`src/spi_baud_pkg.sv`:
```
// constants for the serial baud and status block
package spi_baud_pkg;
  localparam int ADDR_W = 3;
  localparam logic [2:0] OFS_CONTROL_ONE = 3'h0;
  localparam logic [2:0] OFS_CONTROL_TWO = 3'h1;
  localparam logic [2:0] OFS_BAUD = 3'h2;
  localparam logic [2:0] OFS_FLAGS = 3'h3;
  localparam logic [2:0] OFS_DATA = 3'h5;
  localparam int BIT_RX_FULL = 7;
  localparam int BIT_TX_EMPTY = 5;
  localparam int BIT_MODE_FAULT = 4;
  localparam int BIT_RX_IRQ_EN = 7;
  localparam int BIT_SYS_EN = 6;
  localparam int BIT_TX_IRQ_EN = 5;
  localparam int BIT_MASTER = 4;
  localparam int BIT_SEL_OUT_EN = 1;
  localparam int BIT_FAULT_EN = 4;
  localparam int PRESCALE_HI = 6;
  localparam int PRESCALE_LO = 4;
  localparam int RATE_HI = 2;
  localparam int RATE_LO = 0;
  localparam logic [7:0] BAUD_MASK = 8'h77;
  localparam logic [7:0] CONTROL_ONE_RESET = 8'h04;
  localparam logic [7:0] CONTROL_TWO_MASK = 8'h1b;
  localparam logic [7:0] CONTROL_TWO_RESET = 8'h00;
  localparam logic [7:0] BAUD_RESET = 8'h00;
  localparam logic [7:0] BYTE_ZERO = 8'h00;
  localparam logic [2:0] BITS_PER_BYTE = 3'h7;
  // transfer-complete needs 16 half-bit edges, counted as 4-bit value
  localparam logic [3:0] HALF_EDGES_LAST = 4'hf;
endpackage

```
`src/spi_rate_gen.sv`:
```
// prescaler and power-of-two divider making the master half-bit tick
`timescale 1ns/1ns
module spi_rate_gen
(
  input wire logic ref_clk_i,
  input wire logic rst_n_i,
  input wire logic run_i,
  input wire logic [2:0] prescale_select_i,
  input wire logic [2:0] rate_select_i,
  output logic half_tick_o
);
  typedef struct packed
  {
    logic [2:0] pre_cnt;
    logic [7:0] div_cnt;
    logic tick;
  } rate_state_t;
  rate_state_t st;
  rate_state_t next_st;
  logic [7:0] half_last;
  // divider counts half periods: ratio 2^(n+1) means 2^n prescaled ticks
  always_comb
  begin
    next_st = st;
    half_last = 8'((9'h001 << rate_select_i) - 9'h001);
    next_st.tick = 1'b0;
    if (!run_i)
    begin
      next_st.pre_cnt = 3'h0;
      next_st.div_cnt = 8'h00;
    end
    else if (st.pre_cnt >= prescale_select_i)
    begin
      next_st.pre_cnt = 3'h0;
      if (st.div_cnt >= half_last)
      begin
        next_st.div_cnt = 8'h00;
        next_st.tick = 1'b1;
      end
      else
        next_st.div_cnt = st.div_cnt + 8'h01;
    end
    else
      next_st.pre_cnt = st.pre_cnt + 3'h1;
  end
  // counters restart whenever the shifter is not running
  always_ff @(posedge ref_clk_i)
  begin
    if (!rst_n_i)
      st <= '0;
    else
      st <= next_st;
  end
  assign half_tick_o = st.tick;
endmodule

```
`src/spi_baud_status.sv`:
```
// baud generation, status flags, buffering and shifter of the serial port
`timescale 1ns/1ns
module spi_baud_status
  import spi_baud_pkg::*;
(
  input wire logic ref_clk_i,
  input wire logic rst_n_i,
  input wire logic [spi_baud_pkg::ADDR_W-1:0] addr_i,
  input wire logic [7:0] wdata_i,
  input wire logic wr_i,
  input wire logic rd_i,
  output logic [7:0] rdata_o,
  input wire logic sel_n_i,
  input wire logic sclk_i,
  input wire logic miso_i,
  input wire logic mosi_i,
  output logic sclk_o,
  output logic mosi_o,
  output logic miso_o,
  output logic sel_n_o,
  output logic xfer_done_o,
  output logic load_shifter_o,
  output logic tx_irq_o,
  output logic rx_irq_o
);
  import spi_baud_pkg::*;

  ////////////////////////////////////////////////////////////////////////////
  typedef struct packed
  {
    logic [7:0] ctl1;
    logic [7:0] ctl2;
    logic [7:0] baud;
    logic rx_full;
    logic tx_empty;
    logic mode_fault;
    logic rx_armed;
    logic tx_armed;
    logic fault_armed;
    logic [7:0] tx_buf;
    logic [7:0] rx_buf;
    logic [7:0] shifter;
    logic busy;
    logic [3:0] edges;
    logic samp_bit;
    logic [1:0] sel_sync;
    logic [1:0] sclk_sync;
    logic [1:0] miso_sync;
    logic [1:0] mosi_sync;
    logic sclk_prev;
    logic [2:0] slv_cnt;
    logic [7:0] rdata;
    logic sclk;
    logic mosi;
    logic miso;
    logic sel_n;
    logic done;
    logic load;
    logic tx_irq;
    logic rx_irq;
  } core_state_t;
  core_state_t st;
  core_state_t next_st;

  logic half_tick;
  logic enabled;
  logic master;
  logic fault_mode;
  logic sel_low;
  logic sclk_rise;
  logic complete;
  logic [7:0] rx_word;
  logic start_load;
  logic in_bit;

  assign enabled = st.ctl1[BIT_SYS_EN];
  assign master = st.ctl1[BIT_MASTER];
  assign fault_mode = master && st.ctl2[BIT_FAULT_EN]
    && !st.ctl1[BIT_SEL_OUT_EN];
  assign sel_low = !st.sel_sync[1];
  assign sclk_rise = st.sclk_sync[1] && !st.sclk_prev;

  // rate generator runs only while a master transfer is shifting
  spi_rate_gen rate_gen
  (
    .ref_clk_i(ref_clk_i),
    .rst_n_i(rst_n_i),
    .run_i(enabled && master && st.busy),
    .prescale_select_i(st.baud[PRESCALE_HI:PRESCALE_LO]),
    .rate_select_i(st.baud[RATE_HI:RATE_LO]),
    .half_tick_o(half_tick)
  );

  ////////////////////////////////////////////////////////////////////////////
  // whole next-state computation; one clean mode-0 format, msb first
  always_comb
  begin
    next_st = st;
    complete = 1'b0;
    start_load = 1'b0;
    rx_word = st.shifter;
    in_bit = 1'b0;
    next_st.done = 1'b0;
    next_st.load = 1'b0;
    // two-stage synchronisers on every pin input
    next_st.sel_sync = {st.sel_sync[0], sel_n_i};
    next_st.sclk_sync = {st.sclk_sync[0], sclk_i};
    next_st.miso_sync = {st.miso_sync[0], miso_i};
    next_st.mosi_sync = {st.mosi_sync[0], mosi_i};
    next_st.sclk_prev = st.sclk_sync[1];

    // register writes; the flag register has no write path
    if (wr_i)
    begin
      unique case (addr_i)
        OFS_CONTROL_ONE:
        begin
          next_st.ctl1 = wdata_i;
          if (st.fault_armed)
          begin
            next_st.mode_fault = 1'b0;
            next_st.fault_armed = 1'b0;
          end
        end
        OFS_CONTROL_TWO: next_st.ctl2 = wdata_i & CONTROL_TWO_MASK;
        OFS_BAUD: next_st.baud = wdata_i & BAUD_MASK;
        OFS_DATA:
        begin
          // write only counts after a flag read that saw room
          if (st.tx_armed && st.tx_empty && enabled)
          begin
            next_st.tx_buf = wdata_i;
            next_st.tx_empty = 1'b0;
            next_st.tx_armed = 1'b0;
          end
        end
        default:
        begin
        end
      endcase
    end

    // reads: flag read arms the clears; data read may clear rx_full
    next_st.rdata = BYTE_ZERO;
    if (rd_i)
    begin
      unique case (addr_i)
        OFS_CONTROL_ONE: next_st.rdata = st.ctl1;
        OFS_CONTROL_TWO: next_st.rdata = st.ctl2;
        OFS_BAUD: next_st.rdata = st.baud;
        OFS_FLAGS:
        begin
          next_st.rdata = BYTE_ZERO;
          next_st.rdata[BIT_RX_FULL] = st.rx_full;
          next_st.rdata[BIT_TX_EMPTY] = st.tx_empty;
          next_st.rdata[BIT_MODE_FAULT] = st.mode_fault;
          next_st.rx_armed = st.rx_full;
          next_st.tx_armed = st.tx_empty;
          next_st.fault_armed = st.mode_fault;
        end
        OFS_DATA:
        begin
          next_st.rdata = st.rx_buf;
          if (st.rx_armed)
          begin
            next_st.rx_full = 1'b0;
            next_st.rx_armed = 1'b0;
          end
        end
        default: next_st.rdata = BYTE_ZERO;
      endcase
    end

    // shifting engine: master paced by half ticks, slave by its clock
    if (st.busy && master)
    begin
      if (half_tick)
      begin
        next_st.edges = st.edges + 4'h1;
        if (!st.edges[0])
        begin
          next_st.sclk = 1'b1;
          next_st.samp_bit = st.miso_sync[1];
        end
        else
        begin
          next_st.sclk = 1'b0;
          next_st.shifter = {st.shifter[6:0], st.samp_bit};
          next_st.mosi = st.shifter[6];
          if (st.edges == HALF_EDGES_LAST)
          begin
            complete = 1'b1;
            rx_word = {st.shifter[6:0], st.samp_bit};
          end
        end
      end
    end
    else if (st.busy && !master)
    begin
      // slave: external clock only, gated by its select
      next_st.sclk = 1'b0;
      if (sclk_rise && sel_low)
      begin
        in_bit = st.mosi_sync[1];
        next_st.shifter = {st.shifter[6:0], in_bit};
        next_st.miso = st.shifter[6];
        next_st.slv_cnt = st.slv_cnt + 3'h1;
        if (st.slv_cnt == BITS_PER_BYTE)
        begin
          complete = 1'b1;
          rx_word = {st.shifter[6:0], in_bit};
        end
      end
    end

    if (complete)
    begin
      next_st.busy = 1'b0;
      next_st.done = 1'b1;
      next_st.sel_n = 1'b1;
      // unread byte kept, new one dropped, no overrun flag
      // a clearing data read in this cycle frees the buffer: set wins
      if (!next_st.rx_full)
      begin
        next_st.rx_buf = rx_word;
        next_st.rx_full = 1'b1;
      end
    end

    // buffer to shifter: idle or just finished, and a byte waiting
    if (enabled && !st.tx_empty && (!st.busy || complete))
    begin
      start_load = 1'b1;
      next_st.shifter = st.tx_buf;
      next_st.busy = 1'b1;
      next_st.edges = 4'h0;
      next_st.slv_cnt = 3'h0;
      next_st.mosi = st.tx_buf[7];
      next_st.miso = st.tx_buf[7];
      next_st.sclk = 1'b0;
      next_st.sel_n = !(master && st.ctl2[BIT_FAULT_EN]
        && st.ctl1[BIT_SEL_OUT_EN]);
      next_st.load = start_load;
      next_st.tx_empty = 1'b1;
    end
    // empty buffer at completion: flag simply stays set

    // a write in this same cycle still wins over the load
    if (wr_i && addr_i == OFS_DATA && st.tx_armed && st.tx_empty
      && enabled)
      next_st.tx_empty = 1'b0;

    // mode fault: master with fault enable set and select output off, select input pulled low
    if (enabled && fault_mode && sel_low)
    begin
      next_st.mode_fault = 1'b1;
      next_st.busy = 1'b0;
      next_st.sclk = 1'b0;
    end

    // disable: abort, flush buffers, clear rx, set tx empty
    if (!next_st.ctl1[BIT_SYS_EN])
    begin
      next_st.busy = 1'b0;
      next_st.rx_full = 1'b0;
      next_st.tx_empty = 1'b1;
      next_st.edges = 4'h0;
      next_st.slv_cnt = 3'h0;
      next_st.sclk = 1'b0;
      next_st.sel_n = 1'b1;
      next_st.load = 1'b0;
    end

    // interrupt requests from next flag values
    next_st.tx_irq = next_st.tx_empty && next_st.ctl1[BIT_TX_IRQ_EN]
      && next_st.ctl1[BIT_SYS_EN];
    next_st.rx_irq = (next_st.rx_full || next_st.mode_fault)
      && next_st.ctl1[BIT_RX_IRQ_EN];
  end

  ////////////////////////////////////////////////////////////////////////////
  // one register stage for everything; reset to documented idle values
  always_ff @(posedge ref_clk_i)
  begin
    if (!rst_n_i)
    begin
      st <= '0;
      st.ctl1 <= CONTROL_ONE_RESET;
      st.ctl2 <= CONTROL_TWO_RESET;
      st.baud <= BAUD_RESET;
      st.tx_empty <= 1'b1;
      st.sel_n <= 1'b1;
      st.sel_sync <= 2'b11;
    end
    else
      st <= next_st;
  end

  assign rdata_o = st.rdata;
  assign sclk_o = st.sclk;
  assign mosi_o = st.mosi;
  assign miso_o = st.miso;
  assign sel_n_o = st.sel_n;
  assign xfer_done_o = st.done;
  assign load_shifter_o = st.load;
  assign tx_irq_o = st.tx_irq;
  assign rx_irq_o = st.rx_irq;
endmodule

```
`config.mk`:
```
export PLATFORM = sky130hd
export DESIGN_NAME = spi_baud_status
export DESIGN_NICKNAME = d
export VERILOG_FILES = /design/src/spi_baud_pkg.sv /design/src/spi_rate_gen.sv /design/src/spi_baud_status.sv
export SDC_FILE = /design/constraint.sdc
export NUM_CORES = 1
export LEC_CHECK = 0
export ABC_AREA = 1
export BUFFER_PORTS_ARGS = -buffer_cell sky130_fd_sc_hd__buf_2
export CAP_MARGIN = 15
export CORE_MARGIN = 2
export CORE_UTILIZATION = 30
export DETAILED_ROUTE_END_ITERATION = 7
export GPL_TIMING_DRIVEN = 0
export HOLD_SLACK_MARGIN = 0.06
export SYNTH_ARGS = -nofsm -noshare
export SYNTH_HDL_FRONTEND = slang
export SYNTH_SLANG_ARGS = --single-unit
```
`constraint.sdc`:
```
create_clock -name ref_clk_i -period 2.8 [get_ports ref_clk_i]
set_input_delay 0.56 -clock ref_clk_i [delete_from_list [all_inputs] [get_ports ref_clk_i]]
set_output_delay 0.56 -clock ref_clk_i [all_outputs]
set_load 0.02 [all_outputs]
```
# Word-level counts from Yosys, hierarchy flattened

Cells that the tools add are included.
W data, S select, Z words.

Bits in registers: 94

$add $sub $neg: 5
Eq/ne operators: 10
Bitwise gates (word level): 6
Reductions and logical operators: 63
Shift operators: 1
Mux-type cells: 65
Order comparisons: 2

Operators with widths:

| kind                  | number |
|---|---|
| $mux W8               | 16 |
| $pmux W8 S5           | 1 |
| $mux W1               | 33 |
| $mux W24              | 1 |
| $logic_and A1 B1 Y1   | 22 |
| $reduce_and A2 Y1     | 10 |
| $reduce_and A3 Y1     | 6 |
| $reduce_bool A2 Y1    | 8 |
| $mux W5               | 3 |
| $mux W13              | 1 |
| $mux W2               | 6 |
| $mux W10              | 1 |
| $reduce_or A3 Y1      | 3 |
| $add A8 B1 Y8 const B | 1 |
| $ge A8 B8 Y1          | 1 |
| $shl A1 B3 Y8 const A | 1 |
| $sub A8 B1 Y8 const B | 1 |
| $logic_not A1 Y1      | 7 |
| $mux W7               | 1 |
| $add A3 B1 Y3 const B | 2 |
| $eq A3 B2 Y1 const B  | 2 |
| $eq A3 B3 Y1 const B  | 2 |
| $not A1 Y1            | 6 |
| $reduce_bool A3 Y1    | 2 |
| 13 further kinds      | 15 |

# Logic depth before layout (Yosys ltp)

Depth after elaboration: 13
Mapped depth: 13

# Cells and area by module

From an unflattened synthesis, not the netlist that was laid out.

Cell total of the unflattened synthesis: 648
Area, all modules: 4694.5 µm²

Modules (own cells, without submodules):

| module          | area an instance (µm²) | instances | cells each | sequential area each (µm²) |
|---|---|---|---|---|
| spi_baud_status | 3786.1                 | 1         | 515        | 1641.6 |
| spi_rate_gen    | 908.4                  | 1         | 133        | 240.2 |

# Least setup slack after synthesis

OpenSTA, ideal clock, no wires.

Path kind: in2reg
Start: input port addr_i[1] in the netlist's numbering
End: register st[47] in the netlist's numbering
Library setup time: 0.064 ns
Data arrival time: 1.530 ns
Path slack: 1.206 ns
Buffers on the path: 1
Stages on the path: 8
Cell sequence: inv_1 > nand3_2 > buf_6 > o31ai_4 > nand2_4 > nand2_1 > nand2_1 > nor2_1

Word-level cells in the longest chain between the ends: 5

RTL lines:

| item                        | line                   | source |
|---|---|---|
| from (decl)                 | spi_baud_status.sv:8   | `input wire logic [spi_baud_pkg::ADDR_W-1:0] addr_i,` |
| $eq A3 B3 Y1                | spi_baud_status.sv:147 | `unique case (addr_i)` |
| $mux W1                     | spi_baud_status.sv:147 |  |
| $mux W1                     | spi_baud_status.sv:145 | `if (rd_i)` |
| $not A1 Y1 (no line)        | -                      |  |
| $reduce_and A2 Y1 (no line) | -                      |  |
| to (signal assigned)        | spi_baud_status.sv:296 | `st <= next_st;` |
| to (decl)                   | spi_baud_status.sv:62  | `core_state_t st;` |

Every way passes these cells.
A chain may end at the register's enable or synchronous reset.

# Worst setup path after layout

Start: register st[29] in the netlist's numbering
End: register st (netlist bit sel_n_o)

Word-level cells in the longest chain between the ends: 8
Elaborated cells on any way between the ends: 9

RTL lines:

| item                                                 | line                   | source |
|---|---|---|
| $eq A4 B4 Y1                                         | spi_baud_status.sv:190 | `if (st.edges == HALF_EDGES_LAST)` |
| $mux W1                                              | spi_baud_status.sv:190 |  |
| $mux W1 *                                            | spi_baud_status.sv:180 | `if (!st.edges[0])` |
| $mux W1 *                                            | spi_baud_status.sv:177 | `if (half_tick)` |
| $mux W1 *                                            | spi_baud_status.sv:175 | `if (st.busy && master)` |
| $logic_or A1 B1 Y1                                   | spi_baud_status.sv:231 | `if (enabled && !st.tx_empty && (!st.busy \|\| complete))` |
| $logic_and A1 B1 Y1                                  | spi_baud_status.sv:231 |  |
| $mux W3 / $reduce_bool A2 Y1 (equally long branches) | -                      |  |

Mark *: on every way between the ends. The rest lies on a longest branch, timed or not.

==> impl_summary.txt <==
----------------------------------------------------
[Status]
  Outcome ... finished, final reports clean

[Final layout]
  Share of post-route cells with drive strength above 1 ... 13.1%
  Area growth from synthesis to final layout ... 16.8%
  Combined flip-flop and latch cell area ... 1880 um^2
  Number of nets in the layout ... 702
  Total area of multi-input combinational cells ... 2090 um^2
  Non-filler cells in the finished layout ... 856
  Filler cell count in the final layout ... 1613
  Antenna diode count ... 0

[Setup path]
  Worst Path Max Fanout ... 10
  Crit Path Class ... reg -> reg
  CP Launch Point ... st[29]
  Critical register-to-register path endpoint ... sel_n_o
  Crit. End Element ... flop
  Required time at the endpoint of the critical path ... 3.05 ns
  Startpoint kind of the worst setup timing path ... flop
  Worst reg2reg startpoint ... st[29]
  Critical Path End ... sel_n_o
  Arrival @ worst endpoint ... 2.11 ns
  Register-to-register path setup slack ... 0.94 ns
  R2r worst-path depth ... 11

[Global routing]
  Routing usage on met3 ... 3.87%
  Pin count of the biggest net entering global routing ... 17
  Number of global-route vias before repair ... 3619
  GRT Util Overall ... 14.7%
  Met1 Track Usage GR ... 20.4%
  Overflow left after global routing ... 0
  Antenna violations before repair ... 0
  Global-route wire length before repair ... 18300 um
  M2 GR Usage ... 22.0%
  Busiest metal layer after global routing ... met2

[Routing]
  Initial drt markers ... 301
  Length of the first detailed-routing pass in iterations ... 5
  Total wire length after detailed routing ... 11300 um
  Total vias in the final route ... 3928
  Detail Route Antenna Nets ... 0
  DR WL/cell ... 13.2 um
  Post-route DRC violation count ... 0
  Vias per Instance ... 4.59

[Clock tree]
  Bufs on Longest Clock Path ... 2
  Clk_lat worst skew ... 0.35 ns
  H-tree Lvls ... 3
  Number of post-CTS setup repair buffers ... 0
  Clock transition at the register clock pins on the worst setup and hold paths after CTS ... 0.07 ns
  Hold-fix buffers at CTS ... 0
  Root Buffer Master ... sky130_fd_sc_hd__clkbuf_16
  Post-CTS sizing ... 0
  Num CTS Buffers ... 9
  CTS tree ... built
  Number of sinks handled by clock tree synthesis ... 94

[STA]
  Minimum clock period ... 1.86 ns
  Fin Clk Skew ... 0.00676 ns
  Final critical-path share of the clock period ... 66.5%
  Final-report setup violation count ... 0
  Worst slew pin tran ... 0.648 ns
  Setup repair after global routing missed its margin ... no
  Final setup TNS ... 0 ns
  Normalized max-slew margin ... 56.8%
  Highest Clock Rate ... 537 MHz
  Total count of hold-check failures in the final report ... 0
  Fin. max-slew vios ... 0

[Floorplan]
  Starting density of the core ... 30.6%
  Area of the placeable core ... 14500 um^2
  Die outline height ... 126 um
  Number of placement rows ... 44
  Top-Level Pins ... 35
  Die Span X ... 126 um
  Total Die Area ... 15800 um^2

[Yosys]
  Cell types with the largest area share after synthesis ... sky130_fd_sc_hd__dfxtp_1 (42%), sky130_fd_sc_hd__nand2_1 (11%), sky130_fd_sc_hd__inv_1 (7.3%), sky130_fd_sc_hd__nor2_1 (7.1%), sky130_fd_sc_hd__a21oi_1 (5.2%)
  Synthesized area divided by synthesized cell count ... 7.15 um^2
  Sequential fraction of the synthesis area ... 42.2%
  Post-synthesis async set-or-reset flop share ... 0%
  Primary FF master, synth ... sky130_fd_sc_hd__dfxtp_1
  Instance count of the mapped netlist ... 623
  Flip-flop and latch count after synthesis ... 94
  Largest area contributor in the netlist ... sky130_fd_sc_hd__dfxtp_1
  Share of Yosys cell area claimed by the top area cell type ... 42.2%
  Synth unique cells ... 36
  Warnings, synthesis ... 0
  Cell area after synthesis ... 4450 um^2
  EDFF count, synth ... 0
  Synthesized Nets ... 658

[Placement]
  Buffers on Ports ... 33
  DP HPWL ... 8400 um
  Cell total after placement ... 840
  Placer congestion estimate ... 0.861

[Min path]
  Class of the tightest hold or removal check ... in -> reg
  Hold Path Stages ... 3

[Power]
  Pleak ... 2.34 nW
  Worst IR drop on VDD ... 0.305 mV
  Power per cell area ... 566 nW/um^2

[Flow run]
  Number of maximum-capacitance violations ... 0

----------------------------------------------------
-- cell type report --
class,instances,share of cell area [%]
Multi-Input combinational cell,415,40.1
Clock buffer,10,4.59
Timing Repair Buffer,33,3.17
Buffer,22,2.67
Inverter,92,6.64
Tap cell,184,4.42
Clock inverter,6,2.21
Sequential cell,94,36.2
-- report_power, final --
group	total, mW	switching (mW)	internal, mW
registers	1.36	0.00853	1.35
logic	0.128	0.0873	0.0408
clock network	1.45	0.550	0.904
-- routing by layer --
metal	share of wire (%)	wire length, um	vias up
li1	-	-	2072
met2	43	4840	93
met5	0	0	-
met4	1.4	158	0
met1	50	5640	1753
met3	5.9	665	10
-- worst min-delay path by stage --
| stage | from | to | slack, ns |
|---|---|---|---|
| finish | miso_i | next_st[23] | 0.38 |
| global route | sel_n_i | next_st[27] | 0.39 |
| CTS | miso_i | next_st[23] | 0.37 |
| detailed placement | next_st[27] | st[27] | 0.40 |
| global placement | next_st[23] | st[23] | 0.39 |
| floorplan | next_st[25] | next_st[19] | 0.39 |
-- per-stage QoR --
| stage | utilization [%] | power, mW | hold WS, ns | area, um^2 | setup slack (ns) |
|---|---|---|---|---|---|
| 6_report | 35.8 | 2.94 | 0.383 | 5200 | 0.939 |
| 5_1_grt | 35.8 | 3.06 | 0.385 | 5200 | 0.737 |
| 4_1_cts | 35.8 | 2.98 | 0.374 | 5200 | 0.917 |
| 3_5_place_dp | 33.4 | 1.52 | 0.401 | 4850 | 0.704 |
| 3_3_place_gp | 33.4 | 1.52 | 0.392 | 4850 | 0.730 |
| 2_1_floorplan | - | 1.47 | 0.390 | 4450 | 1.21 |
-- cells in the mapped netlist, drive strengths merged (5+ instances only) --
master / n
a21oi: 46
buf: 16
clkbuf: 6
dfxtp: 94
ha: 16
inv: 89
nand2: 132
nand3: 41
nand4: 5
nor2: 88
nor3: 5
o21ai: 50
o221ai: 5
o22ai: 8
or2: 5
xor2: 5
-- placed cells by master, fill, tap and decap left out, drive strengths merged, types with 8 or more instances in the layout --
master	netlist	final
nor2	88	88
buf	16	49
dfxtp	94	94
a21oi	46	46
o21ai	50	50
o22ai	8	8
clkbuf	6	16
nand3	41	41
nand2	132	132
inv	89	91
ha	16	16
-- cells by family after synthesis --
| kind of cell | share of synthesized area, % |
|---|---|
| buffers and inverters | 10.9 |
| other | 0.0842 |
| DFF | 42.2 |
| AOI/OAI and AO/OA | 14.0 |
| adders and majority gates | 4.49 |
| and+or+nand+nor | 27.2 |
| xor gates and xnor gates | 1.18 |
-- registers in the layout, indices dropped and copies added (netlist names), 5 cells and up --
signal and count:
st 59, rate_gen.st 11, rdata_o 8, next_st 5
-- critical path, stage by stage (launching register included) --
cell	delay, ns
sky130_fd_sc_hd__dfxtp_1	0.42
sky130_fd_sc_hd__ha_1	0.20
sky130_fd_sc_hd__nand3_1	0.13
sky130_fd_sc_hd__nor2_1	0.15
sky130_fd_sc_hd__nand2_1	0.10
sky130_fd_sc_hd__nand3_2	0.12
sky130_fd_sc_hd__nand2_2	0.14
sky130_fd_sc_hd__inv_2	0.09
sky130_fd_sc_hd__buf_4	0.18
sky130_fd_sc_hd__nand3_1	0.09
sky130_fd_sc_hd__o21ai_1	0.08
sky130_fd_sc_hd__inv_1	0.05
No activity file was read; power rests on OpenSTA's default activity.
